==> config.mk <==
export PLATFORM = sky130hd
export DESIGN_NAME = dso_status_outputs
export DESIGN_NICKNAME = d
export VERILOG_FILES = /design/src/verilog/dso_pkg.sv /design/src/verilog/dso_ms_timer.sv /design/src/verilog/dso_status_outputs.sv
export VERILOG_INCLUDE_DIRS = /design/src /design/src/verilog
export SDC_FILE = /design/constraint.sdc
export NUM_CORES = 1
export LEC_CHECK = 0
export BUFFER_PORTS_ARGS = -buffer_cell sky130_fd_sc_hd__buf_2
export CAP_MARGIN = 0
export CORE_AREA = 2 2 221 201
export CTS_CLUSTER_DIAMETER = 40
export DETAILED_ROUTE_END_ITERATION = 10
export DIE_AREA = 0 0 223 203
export PLACE_DENSITY = 0.8
export SETUP_SLACK_MARGIN = 0.4
export SYNTH_ARGS = -nofsm -noshare
export SYNTH_HDL_FRONTEND = slang
export SYNTH_SLANG_ARGS = --single-unit
export TNS_END_PERCENT = 50
==> constraint.sdc <==
create_clock -name mclk -period 3.6 [get_ports mclk]
set_clock_uncertainty 0.15 [all_clocks]
set_input_delay 0.54 -clock mclk [delete_from_list [all_inputs] [get_ports mclk]]
set_output_delay 0.54 -clock mclk [all_outputs]
set_load 0.02 [all_outputs]
==> src/verilog/dso_map.svh <==
// Register offsets, field positions, reset values and timing counts of the drive status outputs.
`ifndef DSO_MAP_SVH
`define DSO_MAP_SVH

`define DSO_OFF_CTRL        12'h000
`define DSO_OFF_RUN_FREQ    12'h004
`define DSO_OFF_HYST        12'h008
`define DSO_OFF_DETECT_AB   12'h00c
`define DSO_OFF_DETECT_C_UV 12'h010
`define DSO_OFF_DELAY_TRIP  12'h014
`define DSO_OFF_SYNC_ANGLE  12'h018
`define DSO_OFF_UNIV_DO     12'h01c
`define DSO_OFF_STATUS      12'h020

`define DSO_CTRL_VF_BIT      0
`define DSO_CTRL_FAN_EN_BIT  1
`define DSO_CTRL_INV_RUN_BIT 2
`define DSO_CTRL_INV_OUT_BIT 3

`define DSO_CTRL_RST        32'h0000_0001
`define DSO_RUN_FREQ_RST    32'h0000_0000
`define DSO_HYST_RST        32'h0000_0000
`define DSO_DETECT_AB_RST   32'h0000_0000
`define DSO_DETECT_C_UV_RST 32'h0000_0000
`define DSO_DELAY_TRIP_RST  32'h0000_0000
`define DSO_SYNC_ANGLE_RST  32'h0000_0000

`define DSO_CLK_PERIOD_NS   10
`define DSO_MS_NS           1000000
`define DSO_CYCLES_PER_MS   (`DSO_MS_NS / `DSO_CLK_PERIOD_NS)
`define DSO_LIMIT_MIN_MS    100
`define DSO_LIMIT_DELAY_MS  20
`define DSO_WARN_ON_C       5
`define DSO_WARN_OFF_C      8

`endif

==> src/verilog/dso_pkg.sv <==
// Types shared by the drive status output logic.
`default_nettype none
package dso_pkg;
  typedef logic [15:0] dso_freq_t;
  typedef logic [7:0]  dso_temp_t;
  typedef logic [15:0] dso_ms_t;
  typedef enum logic [1:0] {
    DSO_MC_OFF,
    DSO_MC_ON,
    DSO_MC_STOPPING
  } dso_mc_e;
endpackage
`default_nettype wire

==> src/verilog/dso_ms_timer.sv <==
// Millisecond timer that counts ticks while enabled and flags when a limit is reached.
`default_nettype none
module dso_ms_timer (
  // Clock and reset
  input  wire logic           mclk,
  input  wire logic           reset_n,
  // Control
  input  wire logic           ms_tick,
  input  wire logic           enable,
  input  wire dso_pkg::dso_ms_t limit,
  // Status
  output logic                done
);
  import dso_pkg::*;

  dso_ms_t count_q;
  dso_ms_t count_d;
  wire     at_limit = (count_q >= limit);

  // Saturates at the limit so a long run never wraps back to zero.
  assign count_d = !enable ? 16'h0000 :
                   (ms_tick && !at_limit) ? count_q + 16'h0001 : count_q;
  assign done    = enable && at_limit;

  always_ff @(posedge mclk or negedge reset_n) begin
    if (!reset_n) begin
      count_q <= 16'h0000;
    end else begin
      count_q <= count_d;
    end
  end
endmodule
`default_nettype wire

==> src/verilog/dso_status_outputs.sv <==
// Drive status outputs with their APB configuration registers.
// Operation
// - V/f running follows start and stop frequency
// - Running indication low during DC braking
// - Outputting stays high in braking, excitation, zero-speed
// - Inverted running assignment drives the complement
// - Arrival while frequency error within hysteresis
// - Three detectors set above level, clear below
// - Undervoltage flag; run commands ignored meanwhile
// - Torque polarity low driving, high braking
// - Limiting flag held at least 100 ms
// - Delayed limiting flag after 20 ms continuous
// - Restart flag through ride-through and recovery
// - Ready after preparation, no protection active
// - Contactor on when run command arrives
// - Contactor off after stop, instantly on coast/alarm
// - Pattern stage shown as three-bit code
// - Delayed arrival after configured arrival delay
// - Fan output follows fan when control enabled
// - Auto-reset output during automatic alarm reset
// - Heat warning on trip-5, off trip-8
// - Heat warning also on locked circulation fan
// - Universal output from link-written value only
// - Sync complete inside detection angle
//
// Added by the designer: the APB register port and the address map.
`include "dso_map.svh"
`default_nettype none
module dso_status_outputs #(
  parameter int CYCLES_PER_MS = `DSO_CYCLES_PER_MS
) (
  // Clock and reset
  input  wire logic              mclk,
  input  wire logic              reset_n,
  // APB slave
  input  wire logic              psel,
  input  wire logic              penable,
  input  wire logic              pwrite,
  input  wire logic [11:0]       paddr,
  input  wire logic [31:0]       pwdata,
  input  wire logic [3:0]        pstrb,
  output logic [31:0]            prdata,
  output logic                   pready,
  output logic                   pslverr,
  // Drive measurements
  input  wire dso_pkg::dso_freq_t out_freq,
  input  wire dso_pkg::dso_freq_t ref_freq,
  input  wire dso_pkg::dso_freq_t prelimit_freq,
  input  wire logic [15:0]       dc_voltage,
  input  wire logic signed [15:0] torque_value,
  input  wire logic              rotating_reverse,
  input  wire dso_pkg::dso_temp_t heatsink_temp,
  input  wire dso_pkg::dso_temp_t trip_temp,
  input  wire logic [15:0]       sync_angle_err,
  // Drive state
  input  wire logic              drive_running,
  input  wire logic              dc_braking,
  input  wire logic              pre_excitation,
  input  wire logic              zero_speed_ctl,
  input  wire logic [3:0]        limit_actions,
  input  wire logic              ride_through_run,
  input  wire logic              uv_shutdown,
  input  wire logic              hw_prep_done,
  input  wire logic              protect_active,
  input  wire logic              run_cmd,
  input  wire logic              stop_cmd,
  input  wire logic              coast_cmd,
  input  wire logic              alarm,
  input  wire logic              motor_stopped,
  input  wire logic              pattern_active,
  input  wire logic [2:0]        pattern_stage,
  input  wire logic              fan_running,
  input  wire logic              auto_reset_active,
  input  wire logic              sync_running,
  // Pin from the circulation fan
  input  wire logic              circ_fan_locked_pin,
  // Status outputs
  output logic                   running_flag,
  output logic                   outputting_flag,
  output logic                   run_cmd_accepted,
  output logic                   freq_arrival,
  output logic                   freq_arrival_alt,
  output logic                   freq_arrival_delayed,
  output logic                   freq_detect_a,
  output logic                   freq_detect_b,
  output logic                   freq_detect_c,
  output logic                   undervoltage_flag,
  output logic                   torque_braking,
  output logic                   output_limiting,
  output logic                   output_limiting_delayed,
  output logic                   power_fail_restart,
  output logic                   ready_flag,
  output logic                   contactor_control,
  output logic                   stage_bit_w1,
  output logic                   stage_bit_w2,
  output logic                   stage_bit_w4,
  output logic                   fan_flag,
  output logic                   auto_reset_flag,
  output logic                   universal_out,
  output logic                   heatsink_warning,
  output logic                   sync_complete
);
  import dso_pkg::*;

  function automatic logic [15:0] abs_diff(input logic [15:0] a, input logic [15:0] b);
    abs_diff = (a >= b) ? a - b : b - a;
  endfunction

  // Hysteresis latch: set above the level, clear below the lower bound, else hold.
  function automatic logic hyst(input logic q, input logic set_c, input logic clr_c);
    hyst = set_c ? 1'b1 : (clr_c ? 1'b0 : q);
  endfunction

  // Registers
  logic [31:0] ctrl_q;
  logic [31:0] run_freq_q;
  logic [31:0] hyst_q;
  logic [31:0] detect_ab_q;
  logic [31:0] detect_c_uv_q;
  logic [31:0] delay_trip_q;
  logic [31:0] sync_angle_q;
  logic        univ_q;
  logic [31:0] prdata_q;
  logic        pready_q;
  logic        pslverr_q;

  wire       setup     = psel && !penable;
  wire       wr_access = psel && penable && pready_q && pwrite;
  wire       sel_ctrl  = (paddr == `DSO_OFF_CTRL);
  wire       sel_runf  = (paddr == `DSO_OFF_RUN_FREQ);
  wire       sel_hyst  = (paddr == `DSO_OFF_HYST);
  wire       sel_detab = (paddr == `DSO_OFF_DETECT_AB);
  wire       sel_detc  = (paddr == `DSO_OFF_DETECT_C_UV);
  wire       sel_dly   = (paddr == `DSO_OFF_DELAY_TRIP);
  wire       sel_sync  = (paddr == `DSO_OFF_SYNC_ANGLE);
  wire       sel_univ  = (paddr == `DSO_OFF_UNIV_DO);
  wire       sel_stat  = (paddr == `DSO_OFF_STATUS);
  wire       mapped    = sel_ctrl | sel_runf | sel_hyst | sel_detab | sel_detc |
                         sel_dly | sel_sync | sel_univ | sel_stat;
  wire [31:0] wmask    = {{8{pstrb[3]}}, {8{pstrb[2]}}, {8{pstrb[1]}}, {8{pstrb[0]}}};

  function automatic logic [31:0] merge(input logic [31:0] old, input logic [31:0] msk,
                                        input logic [31:0] nw);
    merge = (old & ~msk) | (nw & msk);
  endfunction

  // Field views
  wire        vf_mode     = ctrl_q[`DSO_CTRL_VF_BIT];
  wire        fan_ctl_en  = ctrl_q[`DSO_CTRL_FAN_EN_BIT];
  wire        inv_run     = ctrl_q[`DSO_CTRL_INV_RUN_BIT];
  wire        inv_out     = ctrl_q[`DSO_CTRL_INV_OUT_BIT];
  wire [15:0] start_freq  = run_freq_q[15:0];
  wire [15:0] stop_freq   = run_freq_q[31:16];
  wire [15:0] arr_hyst    = hyst_q[15:0];
  wire [15:0] det_hyst    = hyst_q[31:16];
  wire [15:0] uv_level    = detect_c_uv_q[31:16];
  wire [15:0] arr_delay   = delay_trip_q[15:0];
  wire [15:0] sync_angle  = sync_angle_q[15:0];
  wire [15:0] det_level [3];
  assign det_level[0] = detect_ab_q[15:0];
  assign det_level[1] = detect_ab_q[31:16];
  assign det_level[2] = detect_c_uv_q[15:0];

  // Circulation fan pin synchroniser.
  logic [2:0] fan_sync_q;
  logic       fan_locked_q;
  wire        fan_locked_d = (fan_sync_q[1] == fan_sync_q[2]) ? fan_sync_q[2] : fan_locked_q;

  // Millisecond tick
  logic [31:0] ms_cnt_q;
  logic        ms_tick_q;
  wire         ms_wrap = (ms_cnt_q == 32'(CYCLES_PER_MS - 1));

  // Internal state
  logic       run_state_q;
  logic [2:0] detect_q;
  logic       uv_q;
  logic       limit_q;
  logic       pfr_q;
  logic       warn_q;
  dso_mc_e    mc_q;
  dso_mc_e    mc_d;

  // Comparisons
  wire        run_state_d = vf_mode ? hyst(run_state_q, out_freq > start_freq,
                                           out_freq < stop_freq)
                                    : drive_running;
  wire        arrival_c   = abs_diff(out_freq, ref_freq) <= arr_hyst;
  wire        arrival2_c  = abs_diff(prelimit_freq, ref_freq) <= arr_hyst;
  wire        uv_d        = hyst(uv_q, dc_voltage < uv_level, dc_voltage > uv_level);
  wire        limit_any   = |limit_actions;
  wire        limit_done;
  wire        limit_dly_done;
  wire        arr2_done;
  wire        limit_d     = limit_any || (limit_q && !limit_done);
  wire        pfr_d       = ride_through_run || uv_shutdown || (pfr_q && !arrival_c);
  wire [8:0]  warn_on_t   = {1'b0, trip_temp} - 9'(`DSO_WARN_ON_C);
  wire [8:0]  warn_off_t  = {1'b0, trip_temp} - 9'(`DSO_WARN_OFF_C);
  wire        warn_d      = hyst(warn_q, {1'b0, heatsink_temp} >= warn_on_t,
                                 {1'b0, heatsink_temp} <= warn_off_t);
  wire        run_ok      = run_cmd && !uv_q;
  wire        outputting_c = run_state_q || dc_braking || pre_excitation || zero_speed_ctl;

  genvar gi;
  generate
    for (gi = 0; gi < 3; gi++) begin : g_detect
      wire [16:0] low_bound = {1'b0, det_level[gi]} - {1'b0, det_hyst};
      wire        clr_c     = !low_bound[16] && ({1'b0, out_freq} < low_bound);
      always_ff @(posedge mclk or negedge reset_n) begin
        if (!reset_n) begin
          detect_q[gi] <= 1'b0;
        end else begin
          detect_q[gi] <= hyst(detect_q[gi], out_freq > det_level[gi], clr_c);
        end
      end
    end
  endgenerate

  // Minimum width counts from the rising edge of the flag itself.
  dso_ms_timer u_limit_min (
    .mclk    (mclk),
    .reset_n (reset_n),
    .ms_tick (ms_tick_q),
    .enable  (limit_q),
    .limit   (16'(`DSO_LIMIT_MIN_MS)),
    .done    (limit_done)
  );

  dso_ms_timer u_limit_delay (
    .mclk    (mclk),
    .reset_n (reset_n),
    .ms_tick (ms_tick_q),
    .enable  (limit_any),
    .limit   (16'(`DSO_LIMIT_DELAY_MS)),
    .done    (limit_dly_done)
  );

  dso_ms_timer u_arrival_delay (
    .mclk    (mclk),
    .reset_n (reset_n),
    .ms_tick (ms_tick_q),
    .enable  (arrival2_c),
    .limit   (arr_delay),
    .done    (arr2_done)
  );

  // Contactor sequencing; coast and alarm win over a simultaneous run command.
  always_comb begin
    mc_d = mc_q;
    unique case (mc_q)
      DSO_MC_OFF:      if (run_ok) mc_d = DSO_MC_ON;
      DSO_MC_ON:       if (stop_cmd) mc_d = DSO_MC_STOPPING;
      DSO_MC_STOPPING: if (motor_stopped) mc_d = DSO_MC_OFF;
                       else if (run_ok && !stop_cmd) mc_d = DSO_MC_ON;
    endcase
    if (coast_cmd || alarm) begin
      mc_d = DSO_MC_OFF;
    end
  end

  // Read data and status view.
  wire [31:0] status_word = {8'h00, sync_complete, heatsink_warning, universal_out,
                             auto_reset_flag, fan_flag, stage_bit_w4, stage_bit_w2,
                             stage_bit_w1, contactor_control, ready_flag,
                             power_fail_restart, output_limiting_delayed,
                             output_limiting, torque_braking, undervoltage_flag,
                             freq_detect_c, freq_detect_b, freq_detect_a,
                             freq_arrival_delayed, freq_arrival_alt, freq_arrival,
                             run_cmd_accepted, outputting_flag, running_flag};
  wire [31:0] rd_mux = sel_ctrl  ? {28'h0, ctrl_q[3:0]} :
                       sel_runf  ? run_freq_q :
                       sel_hyst  ? hyst_q :
                       sel_detab ? detect_ab_q :
                       sel_detc  ? detect_c_uv_q :
                       sel_dly   ? delay_trip_q :
                       sel_sync  ? {16'h0000, sync_angle_q[15:0]} :
                       sel_univ  ? {31'h0, univ_q} :
                       sel_stat  ? status_word : 32'h0000_0000;

  // APB: read data is captured at setup, so no wait states.
  always_ff @(posedge mclk or negedge reset_n) begin
    if (!reset_n) begin
      prdata_q  <= 32'h0000_0000;
      pready_q  <= 1'b0;
      pslverr_q <= 1'b0;
    end else begin
      pready_q  <= setup;
      pslverr_q <= setup && !mapped;
      if (setup && !pwrite) begin
        prdata_q <= rd_mux;
      end
    end
  end

  always_ff @(posedge mclk or negedge reset_n) begin
    if (!reset_n) begin
      ctrl_q        <= `DSO_CTRL_RST;
      run_freq_q    <= `DSO_RUN_FREQ_RST;
      hyst_q        <= `DSO_HYST_RST;
      detect_ab_q   <= `DSO_DETECT_AB_RST;
      detect_c_uv_q <= `DSO_DETECT_C_UV_RST;
      delay_trip_q  <= `DSO_DELAY_TRIP_RST;
      sync_angle_q  <= `DSO_SYNC_ANGLE_RST;
      univ_q        <= 1'b0;
    end else if (wr_access) begin
      if (sel_ctrl) ctrl_q <= merge(ctrl_q, wmask, pwdata) & 32'h0000_000f;
      if (sel_runf) run_freq_q <= merge(run_freq_q, wmask, pwdata);
      if (sel_hyst) hyst_q <= merge(hyst_q, wmask, pwdata);
      if (sel_detab) detect_ab_q <= merge(detect_ab_q, wmask, pwdata);
      if (sel_detc) detect_c_uv_q <= merge(detect_c_uv_q, wmask, pwdata);
      if (sel_dly) delay_trip_q <= merge(delay_trip_q, wmask, pwdata) & 32'h0000_ffff;
      if (sel_sync) sync_angle_q <= merge(sync_angle_q, wmask, pwdata) & 32'h0000_ffff;
      if (sel_univ && pstrb[0]) univ_q <= pwdata[0];
    end
  end

  // Tick, synchroniser and internal state.
  always_ff @(posedge mclk or negedge reset_n) begin
    if (!reset_n) begin
      ms_cnt_q     <= 32'h0000_0000;
      ms_tick_q    <= 1'b0;
      fan_sync_q   <= 3'h0;
      fan_locked_q <= 1'b0;
      run_state_q  <= 1'b0;
      uv_q         <= 1'b0;
      limit_q      <= 1'b0;
      pfr_q        <= 1'b0;
      warn_q       <= 1'b0;
      mc_q         <= DSO_MC_OFF;
    end else begin
      ms_cnt_q     <= ms_wrap ? 32'h0000_0000 : ms_cnt_q + 32'h0000_0001;
      ms_tick_q    <= ms_wrap;
      fan_sync_q   <= {fan_sync_q[1:0], circ_fan_locked_pin};
      fan_locked_q <= fan_locked_d;
      run_state_q  <= run_state_d;
      uv_q         <= uv_d;
      limit_q      <= limit_d;
      pfr_q        <= pfr_d;
      warn_q       <= warn_d;
      mc_q         <= mc_d;
    end
  end

  // Output flip-flops; all clear on reset so the terminals start inactive.
  always_ff @(posedge mclk or negedge reset_n) begin
    if (!reset_n) begin
      running_flag            <= 1'b0;
      outputting_flag         <= 1'b0;
      run_cmd_accepted        <= 1'b0;
      freq_arrival            <= 1'b0;
      freq_arrival_alt        <= 1'b0;
      freq_arrival_delayed    <= 1'b0;
      freq_detect_a           <= 1'b0;
      freq_detect_b           <= 1'b0;
      freq_detect_c           <= 1'b0;
      undervoltage_flag       <= 1'b0;
      torque_braking          <= 1'b0;
      output_limiting         <= 1'b0;
      output_limiting_delayed <= 1'b0;
      power_fail_restart      <= 1'b0;
      ready_flag              <= 1'b0;
      contactor_control       <= 1'b0;
      stage_bit_w1            <= 1'b0;
      stage_bit_w2            <= 1'b0;
      stage_bit_w4            <= 1'b0;
      fan_flag                <= 1'b0;
      auto_reset_flag         <= 1'b0;
      universal_out           <= 1'b0;
      heatsink_warning        <= 1'b0;
      sync_complete           <= 1'b0;
    end else begin
      running_flag            <= (run_state_q && !dc_braking) ^ inv_run;
      outputting_flag         <= outputting_c ^ inv_out;
      run_cmd_accepted        <= run_ok;
      freq_arrival            <= arrival_c;
      freq_arrival_alt        <= arrival_c;
      freq_arrival_delayed    <= arr2_done;
      freq_detect_a           <= detect_q[0];
      freq_detect_b           <= detect_q[1];
      freq_detect_c           <= detect_q[2];
      undervoltage_flag       <= uv_q;
      torque_braking          <= torque_value[15] ^ rotating_reverse;
      output_limiting         <= limit_q;
      output_limiting_delayed <= limit_dly_done;
      power_fail_restart      <= pfr_q;
      ready_flag              <= hw_prep_done && !protect_active;
      contactor_control       <= (mc_q != DSO_MC_OFF);
      stage_bit_w1            <= pattern_active && pattern_stage[0];
      stage_bit_w2            <= pattern_active && pattern_stage[1];
      stage_bit_w4            <= pattern_active && pattern_stage[2];
      fan_flag                <= fan_ctl_en && fan_running;
      auto_reset_flag         <= auto_reset_active;
      universal_out           <= univ_q;
      heatsink_warning        <= warn_q || fan_locked_q;
      sync_complete           <= sync_running && (sync_angle_err <= sync_angle);
    end
  end

  assign prdata  = prdata_q;
  assign pready  = pready_q;
  assign pslverr = pslverr_q;
endmodule
`default_nettype wire
==> run metrics <==
status=finished with violations; failing checks=setup timing; DR iter-0 viols=around 2300; Final setup viols=22; Power, Total=10.3 mW; Util after Layout=69.8%; EDFF count, synth=0; post-synth cell types=82; Worst-path clk slew=approximately 0.06 ns; routed length per instance=21.2 µm; Synthesis Warnings=0; drt pass-1 iters=7; Pwr Density=346 nW/µm²; worst hold slack=0.00887 ns; synth cell count leaders=ha_1, dfrtp_1, o21ai_0; dominant synthesized flop cell=dfrtp_1; final hold vios=0; post-layout minimum cycle time=4.03 ns; starting density of the core=54.8%; setup ws final=-0.430 ns; Crit Path Max Fanout=2; Max-cap violations=0; Synth area leaders=dfrtp_1, ha_1, o21ai_0, inv_1, nand2_1; cts bufs inserted=49; clk root buf=clkbuf_16; period utilization=112%; Residual DRC=0; Final HPWL DP=just over 60 mm; f_max=248 MHz; HP Class=in2reg; CP Capture Type=register; first-pass GRT wire length=124 mm; Rel. slew slack=42.9%; CP Cell Sequence=inv_2, ha_4, inv_2, fa_2, a21o_1, a21oi_2, o21ai_2, a21oi_2, buf_4, buf_4, xnor2_2, ha_1, and3_4, a22o_1, o31a_1, a2111oi_4, nor3_2, o31a_1, a211o_1; routed wire length=79.9 mm; most common cell in the netlist=ha_1; #FFs+latches synth=317; Vias=22900; RSZ-0062 raised after global routing=yes; Area Overhead vs Synth=27.5%; Final GP Congestion=0.995; Mapped Area=23400 µm²; Die X=223 µm; worst slack at placement=-1.11 ns; pin count of the biggest net entering global routing=96; Seq/Total Area, Yosys=between 30 and 40%; Pins Over Slew Limit=0; post-route ant nets=0; Die Area=45300 µm²; detailed-route vias per instance=6.08; Worst path slowest cell=dfrtp_1; CTS Sinks=317; Yosys top cell by area=dfrtp_1; total nets after synthesis=3158; Tot GR Track Use=between 30% and 40%; std cell rows=72; clk_lat worst skew=0.58 ns; Port Buf Inserts=approximately 230; startpoint types=register; Leak=around 15 nW; initial antenna violation count=6; Least-Margin Pin Slew=0.856 ns; core area=42800 µm²; setup TNS=-8.20 ns; share of cells above drive strength 1=approximately a quarter; Synth async-reset ratio=100%; I/O pins=~250; H-tree depth=2; maximum vdd drop=0.364 mV; Max clock buf depth=3; CP peak stage delay=0.38 ns; CP arrival=4.33 ns; CTS tree=done; Final nets=3709; post-synth top area share=33.7%; grt ovf=0; synthesized area per cell=approximately 8.9 µm²; die height=approximately 200 µm; Required @ worst endpoint=3.90 ns; CP Class=reg2reg; Worst Path Buf+Inv=4; number of global-route vias before repair=22900; Cells after Synth=2621; CP top delay family=compound AO/OA/AOI/OAI gates
[cell families (layout without fill, tap and decap cells)]
family	count (synthesis)	in the layout	synth area share, %
buf+inv	341	931	5.61
fa+ha+maj	347	347	18.7
simple gates	692	692	14.5
xor+xnor	123	123	4.60
other cells	0	3	0
compound gates	728	728	19.2
flops	317	317	33.9
mux	73	73	3.47
[cells in the final DEF, fill, tap and decap left out, types with 19 or more instances in the layout]
master,synthesis,layout
nor2b_1,43,43
nand2b_1,31,30
ha_1,339,333
clkbuf_16,0,50
and3_1,22,19
buf_4,2,319
buf_2,16,230
nand3_1,43,41
a21oi_1,160,138
o21a_1,23,23
nor2_1,127,117
nand2_1,245,244
o21bai_1,19,19
xor2_1,46,46
inv_1,264,256
nor3_1,29,27
mux2_2,46,46
a21oi_2,0,21
a221oi_1,21,20
nand4_1,60,60
o21ai_0,272,255
dfrtp_1,316,316
mux2i_1,25,24
a21o_1,79,79
a22oi_1,28,28
xnor2_1,77,76
[what timing repair did]
item,CTS,global route
buffers inserted,14,8
pin swaps,49,40
hold buffers,8,0
resized for setup,74,43
cloned,3,1
endpoints found under the setup margin,22,22
hold endpoints to repair,97,0
[worst register-to-register path: cells and delay by family (launching register included)]
family / cells / cell delay [ns]
buffers and inverters: 4 / 0.36
flip-flops: 1 / 0.38
XOR/XNOR: 1 / 0.06
AND/OR/NAND/NOR: 2 / 0.27
AO/OA/AOI/OAI: 9 / 1.90
adder cells (fa/ha/maj): 3 / 0.78
[layer usage]
layer  vias to the layer above  GRT usage, %  share of wire [%]
li1                      10500             -                  -
met1                     11000          45.4                 39
met2                      1173          55.0                 45
met3                       290          8.35                 11
met4                         4          15.7                4.9
met5                         -             0              0.030
[layout make-up]
type                            instances  area (µm²)
Timing Repair Buffer                  577        3950
Multi-Input combinational cell       1963       14600
Fill cell                            3168       12900
Clock buffer                           58        1310
Inverter                              264        1000
Clock inverter                         32         378
Tap cell                              555         694
Antenna cell                            3        7.51
Sequential cell                       317        7930
[stage by stage]
step                cell area [µm²]  cells
floorplan                     23500   2621
global placement              27500   3642
detailed placement            27500   3642
CTS                           29600   3757
global route                  29900   3768
finish                        29900   3769
[worst paths after layout]
check	startpoint	to	slack [ns]	depth (start not counted)
setup reg to reg	register	detect_q[2]	-0.43	19
hold / removal	rotating_reverse	torque_braking	0.009	2
min in group asynchronous	reset_n	ms_cnt_q[17]	0.44	2
setup / recovery	register	detect_q[2]	-0.43	19
hold reg to reg	fan_sync_q[0]	fan_sync_q[1]	0.20	0
max in group asynchronous	reset_n	power_fail_restart	1.85	3
[power by group]
group / switching [mW] / total [mW] / leakage [nW] / internal [mW]
logic: 1.01 / 1.83 / 10.8 / 0.826
registers: 0.0379 / 3.64 / 3.59 / 3.60
clock network: 1.91 / 4.86 / 0.814 / 2.96
Note: power is estimated with default switching activity, not from simulation.
